File: src/include/rtcw_pkg.sv
// Constants, field layout and carrier types of the wakeup/update interrupt block.
// Assumes a 250 MHz core clock and register access from a serial bus engine.
package rtcw_pkg;
	localparam real CLK_PERIOD_NS = 4.0;
	localparam int PRESET_W = 24;
	localparam int PULSE_W = 27;

	// Register addresses
	localparam logic [7:0] ADDR_PRESET0 = 8'h0B;
	localparam logic [7:0] ADDR_PRESET1 = 8'h0C;
	localparam logic [7:0] ADDR_COUNT0 = 8'h1C;
	localparam logic [7:0] ADDR_COUNT1 = 8'h1D;
	localparam logic [7:0] ADDR_COUNT2 = 8'h1E;
	localparam logic [7:0] ADDR_PRESET2 = 8'h1F;
	localparam logic [7:0] ADDR_CTRL1 = 8'h0D;
	localparam logic [7:0] ADDR_FLAGS = 8'h0E;
	localparam logic [7:0] ADDR_CTRL2 = 8'h0F;

	// Field positions
	localparam int CTRL1_UPDATE_PERIOD_SELECT = 5;
	localparam int CTRL1_TE = 4;
	localparam int CTRL1_TSEL_LO = 0;
	localparam int FLAGS_UF = 5;
	localparam int FLAGS_TF = 4;
	localparam int CTRL2_UIE = 5;
	localparam int CTRL2_TIE = 4;
	localparam int CTRL2_RESET = 0;

	// Writable masks, fixed-zero bits excluded
	localparam logic [7:0] CTRL1_MASK = 8'hFF;
	localparam logic [7:0] CTRL2_MASK = 8'hF9;

	// Reset values
	localparam logic [7:0] CTRL1_RST = 8'h02;
	localparam logic [7:0] CTRL2_RST = 8'h40;
	localparam logic [PRESET_W-1:0] PRESET_RST = 24'h000000;

	// Pulse times as printed
	localparam real CD_FAST_PULSE_US = 122.0;
	localparam real CD_SLOW_PULSE_MS = 7.813;
	localparam real UP_SEC_PULSE_MS = 500.0;
	localparam real UP_MIN_PULSE_MS = 15.625;
	localparam int CD_FAST_PULSE_CYC = int'($floor(CD_FAST_PULSE_US * 1000.0 / CLK_PERIOD_NS));
	localparam int CD_SLOW_PULSE_CYC = int'($floor(CD_SLOW_PULSE_MS * 1.0e6 / CLK_PERIOD_NS));
	localparam int UP_SEC_PULSE_CYC = int'($floor(UP_SEC_PULSE_MS * 1.0e6 / CLK_PERIOD_NS));
	localparam int UP_MIN_PULSE_CYC = int'($floor(UP_MIN_PULSE_MS * 1.0e6 / CLK_PERIOD_NS));

	typedef enum logic [1:0] {
		SRC_4096HZ = 2'b00,
		SRC_64HZ = 2'b01,
		SRC_1HZ = 2'b10,
		SRC_MINUTE = 2'b11
	} rtcw_src_t;

	typedef enum logic [1:0] {
		CD_IDLE = 2'b00,
		CD_ARMED = 2'b01,
		CD_LOAD = 2'b10,
		CD_RUN = 2'b11
	} rtcw_cd_state_t;

	// One register write from the bus engine
	typedef struct packed {
		logic en;
		logic [7:0] addr;
		logic [7:0] data;
	} rtcw_wr_t;

	// Time base ticks from the oscillator and calendar
	typedef struct packed {
		logic hz4096;
		logic hz64;
		logic hz1;
		logic sec_upd;
		logic min_upd;
	} rtcw_ticks_t;
endpackage

File: src/core/rtcw_core.sv
// Wakeup countdown timer and time update interrupt logic of a real-time clock.
// Assumes a bus engine delivers register writes and sampled SCL; ticks are one-cycle strobes.
// How it works
// Countdown starts at SCL rise after enabling
// Preset loaded on first source tick
// Decrement per tick; 1 to 0 reloads
// Interval is preset times source period
// Countdown flag set on event, held
// Countdown drives pin only when enabled
// Countdown pulse auto releases, retriggers next event
// Disabling countdown stops it, releases pin
// Dropping countdown enable releases pin immediately
// Update event per second or minute
// Update pulse 500 ms or 15.625 ms
// Update flag set on event; ones ignored
// Clearing update flag releases pin
// Update drives pin only when enabled
// Dropping update enable releases pin immediately
// Reset bit suppresses update events
// Fixed-zero bits ignore writes, read zero
// Shared pin: any active source drives
// Host disables update interrupt before reconfiguring
// Clock select picks countdown source
// Countdown pulse 122 us or 7.813 ms
// Clearing countdown flag keeps pin low
// Preset in three bytes, count readable
// Open-drain active-low interrupt output
`timescale 1ns/1ps
`default_nettype none
module rtcw_core
	import rtcw_pkg::*;
#(
	parameter int CD_FAST_CYC = CD_FAST_PULSE_CYC,
	parameter int CD_SLOW_CYC = CD_SLOW_PULSE_CYC,
	parameter int UP_SEC_CYC = UP_SEC_PULSE_CYC,
	parameter int UP_MIN_CYC = UP_MIN_PULSE_CYC
) (
	input wire logic MCLK,
	input wire logic RST_N,
	input wire logic SCL_IN,
	input wire rtcw_wr_t REG_WR,
	input wire logic [7:0] REG_RADDR,
	output logic [7:0] REG_RDATA,
	input wire rtcw_ticks_t TICKS,
	output logic IRQ_N_OUT,
	output logic IRQ_N_OE_N
);
	generate
		if (CD_FAST_CYC < 1 || CD_SLOW_CYC < 1 || UP_SEC_CYC < 1 || UP_MIN_CYC < 1) begin : g_chk1
			$error("pulse lengths must be at least one cycle");
		end
		if (CD_SLOW_CYC >= 2**PULSE_W || UP_SEC_CYC >= 2**PULSE_W) begin : g_chk2
			$error("pulse lengths exceed the pulse counter width");
		end
		if (CD_FAST_CYC >= 2**PULSE_W || UP_MIN_CYC >= 2**PULSE_W) begin : g_chk3
			$error("pulse lengths exceed the pulse counter width");
		end
	endgenerate

	logic [7:0] ctrl1_q;
	logic [7:0] ctrl2_q;
	logic [PRESET_W-1:0] preset_q;
	logic [PRESET_W-1:0] cnt_q;
	logic tf_q;
	logic uf_q;
	logic scl_lvl;
	logic scl_prev_q;
	logic scl_rise;
	rtcw_cd_state_t cd_state_q;
	logic te;
	logic countdown_irq_enable;
	logic update_irq_enable;
	logic update_period_select;
	logic rst_bit;
	rtcw_src_t tsel;
	logic wr_ctrl1;
	logic wr_ctrl2;
	logic wr_flags;
	logic te_rise_wr;
	logic te_off_wr;
	logic src_tick;
	logic cd_event;
	logic up_event;
	logic cd_active;
	logic up_active;
	logic cd_drive;
	logic up_drive;
	logic [PULSE_W-1:0] cd_len;
	logic [PULSE_W-1:0] up_len;

	assign te = ctrl1_q[CTRL1_TE];
	assign update_period_select = ctrl1_q[CTRL1_UPDATE_PERIOD_SELECT];
	assign tsel = rtcw_src_t'(ctrl1_q[CTRL1_TSEL_LO +: 2]);
	assign countdown_irq_enable = ctrl2_q[CTRL2_TIE];
	assign update_irq_enable = ctrl2_q[CTRL2_UIE];
	assign rst_bit = ctrl2_q[CTRL2_RESET];

	assign wr_ctrl1 = REG_WR.en && (REG_WR.addr == ADDR_CTRL1);
	assign wr_ctrl2 = REG_WR.en && (REG_WR.addr == ADDR_CTRL2);
	assign wr_flags = REG_WR.en && (REG_WR.addr == ADDR_FLAGS);
	assign te_rise_wr = wr_ctrl1 && REG_WR.data[CTRL1_TE] && !te;
	assign te_off_wr = wr_ctrl1 && !REG_WR.data[CTRL1_TE];

	// Serial clock edge finder
	rtcw_sync3 u_scl_sync (
		.clk(MCLK),
		.rst_n(RST_N),
		.async_in(SCL_IN),
		.level_q(scl_lvl)
	);

	always_ff @(posedge MCLK) begin
		if (!RST_N) begin
			scl_prev_q <= 1'b1;
		end else begin
			scl_prev_q <= scl_lvl;
		end
	end

	assign scl_rise = scl_lvl && !scl_prev_q;

	// Control registers
	always_ff @(posedge MCLK) begin
		if (!RST_N) begin
			ctrl1_q <= CTRL1_RST;
			ctrl2_q <= CTRL2_RST;
		end else begin
			// fixed bits masked
			if (wr_ctrl1) begin
				ctrl1_q <= REG_WR.data & CTRL1_MASK;
			end
			if (wr_ctrl2) begin
				ctrl2_q <= REG_WR.data & CTRL2_MASK;
			end
		end
	end

	// preset bytes
	always_ff @(posedge MCLK) begin
		if (!RST_N) begin
			preset_q <= PRESET_RST;
		end else if (REG_WR.en) begin
			if (REG_WR.addr == ADDR_PRESET0) begin
				preset_q[7:0] <= REG_WR.data;
			end
			if (REG_WR.addr == ADDR_PRESET1) begin
				preset_q[15:8] <= REG_WR.data;
			end
			if (REG_WR.addr == ADDR_PRESET2) begin
				preset_q[23:16] <= REG_WR.data;
			end
		end
	end

	// source clock select
	always_comb begin
		unique case (tsel)
			SRC_4096HZ: src_tick = TICKS.hz4096;
			SRC_64HZ: src_tick = TICKS.hz64;
			SRC_1HZ: src_tick = TICKS.hz1;
			SRC_MINUTE: src_tick = TICKS.min_upd;
		endcase
	end

	// Countdown sequencer
	always_ff @(posedge MCLK) begin
		if (!RST_N) begin
			cd_state_q <= CD_IDLE;
		end else if (te_off_wr) begin
			// stop on disable
			cd_state_q <= CD_IDLE;
		end else begin
			unique case (cd_state_q)
				CD_IDLE: begin
					if (te_rise_wr) begin
						cd_state_q <= CD_ARMED;
					end
				end
				CD_ARMED: begin
					// align to serial clock
					if (scl_rise) begin
						cd_state_q <= CD_LOAD;
					end
				end
				CD_LOAD: begin
					// first tick loads
					if (src_tick) begin
						cd_state_q <= CD_RUN;
					end
				end
				CD_RUN: begin
					cd_state_q <= CD_RUN;
				end
			endcase
		end
	end

	// count, reload on reaching zero
	// preset zero gives no event
	always_ff @(posedge MCLK) begin
		if (!RST_N) begin
			cnt_q <= PRESET_RST;
		end else if (cd_state_q == CD_IDLE || te_off_wr) begin
			cnt_q <= preset_q;
		end else if (src_tick && cd_state_q == CD_LOAD) begin
			cnt_q <= preset_q;
		end else if (src_tick && cd_state_q == CD_RUN) begin
			if (cnt_q == 24'h000001) begin
				cnt_q <= preset_q;
			end else if (cnt_q != 24'h000000) begin
				cnt_q <= cnt_q - 24'h000001;
			end
		end
	end

	assign cd_event = src_tick && (cd_state_q == CD_RUN) && (cnt_q == 24'h000001) && !te_off_wr;

	// update source select
	// reset bit suppresses
	assign up_event = !rst_bit && (update_period_select ? TICKS.min_upd : TICKS.sec_upd);

	// countdown flag, set wins over clear
	always_ff @(posedge MCLK) begin
		if (!RST_N) begin
			tf_q <= 1'b0;
		end else if (cd_event) begin
			tf_q <= 1'b1;
		end else if (wr_flags && !REG_WR.data[FLAGS_TF]) begin
			tf_q <= 1'b0;
		end
	end

	// update flag, writing one ignored
	always_ff @(posedge MCLK) begin
		if (!RST_N) begin
			uf_q <= 1'b0;
		end else if (up_event) begin
			uf_q <= 1'b1;
		end else if (wr_flags && !REG_WR.data[FLAGS_UF]) begin
			uf_q <= 1'b0;
		end
	end

	// countdown pulse length
	assign cd_len = (tsel == SRC_4096HZ) ? PULSE_W'(CD_FAST_CYC) : PULSE_W'(CD_SLOW_CYC);
	// update pulse length
	assign up_len = update_period_select ? PULSE_W'(UP_MIN_CYC) : PULSE_W'(UP_SEC_CYC);

	// countdown pulse, retriggered per event
	// enable drop kills pulse
	// flag clear leaves pulse
	rtcw_pulse #(
		.W(PULSE_W)
	) u_cd_pulse (
		.clk(MCLK),
		.rst_n(RST_N),
		.start(cd_event && countdown_irq_enable),
		.kill(te_off_wr || !countdown_irq_enable),
		.len(cd_len),
		.active(cd_active)
	);

	// flag clear kills pulse
	// only with enable
	// enable drop kills pulse
	rtcw_pulse #(
		.W(PULSE_W)
	) u_up_pulse (
		.clk(MCLK),
		.rst_n(RST_N),
		.start(up_event && update_irq_enable),
		.kill((wr_flags && !REG_WR.data[FLAGS_UF] && !up_event) || !update_irq_enable),
		.len(up_len),
		.active(up_active)
	);

	// gated by enable
	assign cd_drive = cd_active && countdown_irq_enable && te;
	assign up_drive = up_active && update_irq_enable;

	// shared open-drain pin
	// active low, released otherwise
	assign IRQ_N_OUT = 1'b0;
	assign IRQ_N_OE_N = !(cd_drive || up_drive);

	// read mux, fixed zero bits
	always_ff @(posedge MCLK) begin
		if (!RST_N) begin
			REG_RDATA <= 8'h00;
		end else begin
			unique case (REG_RADDR)
				ADDR_CTRL1: REG_RDATA <= ctrl1_q;
				ADDR_CTRL2: REG_RDATA <= ctrl2_q;
				ADDR_FLAGS: REG_RDATA <= {2'b00, uf_q, tf_q, 4'h0};
				ADDR_PRESET0: REG_RDATA <= preset_q[7:0];
				ADDR_PRESET1: REG_RDATA <= preset_q[15:8];
				ADDR_PRESET2: REG_RDATA <= preset_q[23:16];
				ADDR_COUNT0: REG_RDATA <= cnt_q[7:0];
				ADDR_COUNT1: REG_RDATA <= cnt_q[15:8];
				ADDR_COUNT2: REG_RDATA <= cnt_q[23:16];
				default: REG_RDATA <= 8'h00;
			endcase
		end
	end
endmodule
`default_nettype wire

File: src/core/rtcw_sync3.sv
// Three-stage synchroniser with agreement filter.
// Assumes the input is asynchronous to clk.
`timescale 1ns/1ps
`default_nettype none
module rtcw_sync3 (
	input wire logic clk,
	input wire logic rst_n,
	input wire logic async_in,
	output logic level_q
);
	logic s1_q;
	logic s2_q;
	logic s3_q;

	always_ff @(posedge clk) begin
		if (!rst_n) begin
			s1_q <= 1'b1;
			s2_q <= 1'b1;
			s3_q <= 1'b1;
		end else begin
			s1_q <= async_in;
			s2_q <= s1_q;
			s3_q <= s2_q;
		end
	end

	// Level moves only when stages two and three agree
	always_ff @(posedge clk) begin
		if (!rst_n) begin
			level_q <= 1'b1;
		end else if (s2_q == s3_q) begin
			level_q <= s2_q;
		end
	end
endmodule
`default_nettype wire

File: src/core/rtcw_pulse.sv
// Retriggerable pulse timer: holds active for a loaded number of cycles.
// Assumes start is a single-cycle strobe on clk; kill may be held high as a level.
`timescale 1ns/1ps
`default_nettype none
module rtcw_pulse #(
	parameter int W = 27
) (
	input wire logic clk,
	input wire logic rst_n,
	input wire logic start,
	input wire logic kill,
	input wire logic [W-1:0] len,
	output logic active
);
	logic [W-1:0] cnt_q;

	always_ff @(posedge clk) begin
		if (!rst_n) begin
			cnt_q <= '0;
		end else if (kill) begin
			cnt_q <= '0;
		end else if (start) begin
			cnt_q <= len;
		end else if (cnt_q != '0) begin
			cnt_q <= cnt_q - 1'b1;
		end
	end

	assign active = (cnt_q != '0);
endmodule
`default_nettype wire

File: config.mk
export PLATFORM = sky130hd
export DESIGN_NAME = rtcw_core
export DESIGN_NICKNAME = d
export VERILOG_FILES = /design/src/include/rtcw_pkg.sv /design/src/core/rtcw_core.sv /design/src/core/rtcw_sync3.sv /design/src/core/rtcw_pulse.sv
export SDC_FILE = /design/constraint.sdc
export NUM_CORES = 1
export LEC_CHECK = 0
export ABC_AREA = 1
export BUFFER_PORTS_ARGS = -buffer_cell sky130_fd_sc_hd__buf_2
export CELL_PAD_IN_SITES_DETAIL_PLACEMENT = 0
export CELL_PAD_IN_SITES_GLOBAL_PLACEMENT = 1
export CORE_MARGIN = 2
export CORE_UTILIZATION = 47
export DETAILED_ROUTE_END_ITERATION = 8
export PLACE_DENSITY_LB_ADDON = 0.1
export SETUP_SLACK_MARGIN = 0.15
export SLEW_MARGIN = 20
export SYNTH_ARGS = -nofsm -noshare
export SYNTH_HDL_FRONTEND = slang
export SYNTH_HIERARCHICAL = 1
export SYNTH_SLANG_ARGS = --single-unit
File: constraint.sdc
create_clock -name MCLK -period 3.8 [get_ports MCLK]
set_input_delay 0 -clock MCLK [delete_from_list [all_inputs] [get_ports MCLK]]
set_output_delay 0 -clock MCLK [all_outputs]
set_load 0.01 [all_outputs]
# Word level (Yosys, flattened, before mapping)
# Index checks and enable logic that the tools add are counted.
# W data, S select, Z words.
# totals
reg_bits,133
output_inout_bits,10
elab_cells,122
# classes
add_sub_neg,3
n_eq_ne,26
muxes,22
bitwise,1
reduce_logical,53
# op_table
operator,count
$mux W27,5
$mux W24,5
$eq A8 B4 Y1 const B,10
$pmux W8 S9,1
$reduce_bool A27 Y1,2
$sub A27 B1 Y27 const B,2
$eq A8 B5 Y1 const B,5
$eq A24 B1 Y1 const B,1
$reduce_bool A24 Y1,1
$sub A24 B1 Y24 const B,1
$mux W21,1
$logic_and A1 B1 Y1,20
$logic_not A1 Y1,10
$eq A2 B2 Y1 const B,4
$pmux W2 S4,1
$reduce_and A2 Y1,4
$reduce_bool A2 Y1,4
$mux W2,3
$ne A2 B2 Y1 const B,3
$reduce_or A2 Y1,3
$mux W1,5
$eq A2 B1 Y1 const B,2
$logic_not A2 Y1,2
$logic_or A1 B1 Y1,4
other kinds (6),6

# Depth between registers and ports, before layout
# logic_depth
word_depth,7
ltp_mapped,14
ltp_nobuf,13

# By module
# The synthesis kept the hierarchy.
# by_module_without_submodules
module,n_inst,cells_each,area_each_um2
rtcw_core,1,680,4330.4
rtcw_pulse (u_up_pulse),1,296,1859.3
rtcw_pulse (u_cd_pulse),1,295,1778.0
rtcw_sync3,1,17,133.9

# Worst setup path before layout
# No wires, ideal clock.
# synth_timing
path_kind,reg-to-reg
startpoint,register ctrl1_q[5]
endpoint,register u_up_pulse.cnt_q[11]
t_arrival_ns,2.021
slack_ns,1.710
path_stages_with_launch,8
cell_sequence,dfxtp_1 inv_1 nor2_1 nor4_1 buf_2 buf_1 nand2_1 a21oi_2
# synth_via
elab_chain_len,6
elab_cells_between_ends,9
# synth_rtl
item,line,text
from (decl),rtcw_core.sv:60,logic [7:0] ctrl1_q;
from (signal assigned),rtcw_core.sv:130,ctrl1_q <= REG_WR.data & CTRL1_MASK;
$mux W1 *,rtcw_core.sv:220,assign up_event = !rst_bit && (update_period_select ? TICKS.min_upd : TICKS.sec_upd);
$logic_and A1 B1 Y1 *,rtcw_core.sv:220,
$logic_not A1 Y1,rtcw_core.sv:272,".kill((wr_flags && !REG_WR.data[FLAGS_UF] && !up_event) || !update_irq_enable),"
$logic_and A1 B1 Y1,rtcw_core.sv:272,
$logic_or A1 B1 Y1,rtcw_core.sv:272,
$reduce_or A2 Y1 (no line),--,
to (signal assigned),rtcw_pulse.sv:23,cnt_q <= len;
to (signal assigned),rtcw_pulse.sv:25,cnt_q <= cnt_q - 1'b1;
to (decl),rtcw_pulse.sv:15,logic [W-1:0] cnt_q;
# Every way passes the cells marked *; elsewhere a longest branch is shown, timed or not.
# A chain may end at the register's enable or synchronous reset.

# Final worst setup path
# layout_timing
startpoint,register ctrl1_q[5]
endpoint,register u_up_pulse.cnt_q[0]
# The elaborated chain is that of the path after synthesis.

==> reports/metrics.csv <==
metric,value,unit
area_delta_synth_final,14.7,%
slew_headroom,36.0,%
final_cell_mix,"nand2_1 (349), nor2_1 (171), inv_1 (155)",
synth_top_area_cell,dfxtp_1,
pre_cts_ws,1.06,ns
grt_max_degree,33,
layout-drive-gt1-share,11.4,%
numCtsBuffers,17,
netlist_area,8100,um2
drt_iter0_drc,562,
clock_latency,0.43,ns
clk_pin_slew,0.07,ns
die_h,135,um
antenna_left,0,
row_count,48,
dp.cells,1552,
drc,0,
final_hold_viol_count,0,
fin_ws,1.02,ns
grt.total_usage,27.0,%
start_util,47.5,%
layout_worst_path_cycle_share,73.2,%
ys_warn_count,6,
via_per_inst,5.12,
cap_violations,0,
syn_area_per_cell,6.29,um2
insertedDiodeCount,0,
required,4.17,ns
syn_inst,1288,
die_x,135,um
gr-total-overflow,0,
rsz0062_at_grt,no,
cp_max_fo,26,
ir_drop,0.335,mV
nets,1397,
hpwlAfterDp,17700,um
final_cells,1598,
grt_pass1_wl,38800,um
die_area,18300,um2
wirelength,24200,um
globalplace.congestion,0.907,
tritoncts,yes,
cellLeakagePower,4.45,nW
outcome,"complete, no violations",
htree_levels,4,
synth_cell_types,45,
startpoint_type,flop,
final_common_cell,nand2_1,
cts.sinks,133,
synth_top_area_share,32.9,%
setup_viol_count_final,0,
total_power,3.20,mW
skew,0.00882,ns
vias,8184,
ioPinCount,43,
worst_slew_pin_slew,0.953,ns
hold_depth,4,
fin_crit,2.78,ns
fp.coreArea,17100,um2
grt_pass1_vias,7600,
power_density,345,nW/um2
clk_path_buf_depth,2,
port_buffers,41,
finalInstanceArea,9290,um2
reg2reg_depth,10,
cts-root-buf,clkbuf_16,
cp.arrival,3.15,ns
drv_slew,0,
place_area,8550,um2
setup_tns,0,ns
synth_top_cells_by_area,"dfxtp_1 (33%), nand2_1 (16%), nor2_1 (8.0%), inv_1 (7.2%), a21oi_1 (5.7%)",
max_freq,359,MHz
fillCellCount,1792,
path_class,reg2reg,
dr.pass1.iters,5,
worst_setup_path_end_kind,flop,
hold_path.class,in2reg,
seq_area_frac_synth,32.9,%
ys_ff_latch,133,
wl_per_cell,15.1,um
antenna_found_initial,0,
-- per-layer routing --
layer	track usage, %	share of wire (%)	wire length, um	vias to the layer above
met5	0	0	0	-
met4	10.5	3.3	789	0
met3	4.45	4.0	963	56
met2	46.2	49	11800	190
met1	33.9	44	10600	3679
li1	-	-	-	4259
-- repair_timing --
| item | CTS | global route |
|---|---|---|
| hold buffers | 14 | 0 |
| hold endpoints to repair | 42 | 0 |
| buffers inserted | 0 | 0 |
| gates resized for setup | 0 | 0 |
| endpoints found under the setup margin | 0 | 0 |
-- synth_stat cells, drive strengths merged --
cell	n
o211ai	2
nand3b	2
a22oi	2
and2	2
o21bai	1
buf	16
conb	2
a211oi	2
dfxtp	133
a32o	1
inv	157
a31oi	4
nor3	11
nand2	364
nand3	96
nor4	2
o22ai	17
o221ai	2
clkinv	4
nor2	206
a21oi	112
ha	4
nor3b	1
xor2	13
o31ai	1
o21ai	66
clkbuf	18
xnor2	15
nand4	30
or2	2
-- critical path, cell delays in order, from the launching register on --
cell      delay (ns)
dfxtp_1         0.38
inv_1           0.26
nor2_1          0.11
nor3_1          0.19
nor4_1          0.09
or2_2           0.28
nor2_1          0.15
clkinv_1        0.77
nor2_1          0.30
o21ai_1         0.09
nor2_1          0.08
-- logic make-up after synthesis --
family | after synthesis | synth area share (%)
simple gates | 716 | 39.1
xor+xnor | 28 | 3.03
buf+inv | 195 | 9.74
fa+ha+maj | 4 | 0.618
flops | 133 | 32.9
other cells | 2 | 0.0927
compound gates | 210 | 14.6
-- power by group --
part | internal (mW) | switching (mW) | total [mW]
clock | 0.943 | 0.753 | 1.70
sequential | 1.40 | 0.00247 | 1.40
combinational | 0.0391 | 0.0680 | 0.107
total | 2.38 | 0.824 | 3.20
-- worst paths after layout --
check | start | to | slack (ns)
worst min-delay path | REG_WR[11] | tf_q$_SDFFE_PN0P_ | 0.07
worst max register to register | ctrl1_q[5]$_SDFFE_PN0N_ | u_up_pulse/cnt_q[0]$_SDFFE_PP0P_ | 1.02
worst max-delay path | ctrl1_q[5]$_SDFFE_PN0N_ | u_up_pulse/cnt_q[0]$_SDFFE_PP0P_ | 1.02
worst min register to register | u_scl_sync/s1_q$_SDFF_PN1_ | u_scl_sync/s2_q$_SDFF_PN1_ | 0.41
-- layout make-up --
cell class	count	area [um2]	area share, %
multi-input combinational	988	4760	51.3
sequential	133	2660	28.7
inverter	161	607	6.53
clock buffer	17	425	4.58
timing repair buffer	59	375	4.04
tap	225	282	3.03
clock inverter	15	174	1.87
-- metrics by stage --
stage               hold WS (ns)  utilization (%)
finish                    0.0704             54.5
global route               0.102             54.5
CTS                       0.0652             54.5
detailed placement         0.197             50.1
global placement           0.189             50.1
floorplan                 0.0687                -
-- flip-flops by register name (all words and copies together), names as in the netlist --
signal / count
cd_state_q: 2
REG_RDATA: 8
tf_q: 1
u_up_pulse/cnt_q: 27
uf_q: 1
ctrl1_q: 8
u_cd_pulse/cnt_q: 27
cnt_q: 24
preset_q: 24
scl_prev_q: 1
u_scl_sync/s3_q: 1
u_scl_sync/s1_q: 1
ctrl2_q: 6
u_scl_sync/s2_q: 1
u_scl_sync/level_q: 1
No activity file was read; power rests on OpenSTA's default activity.
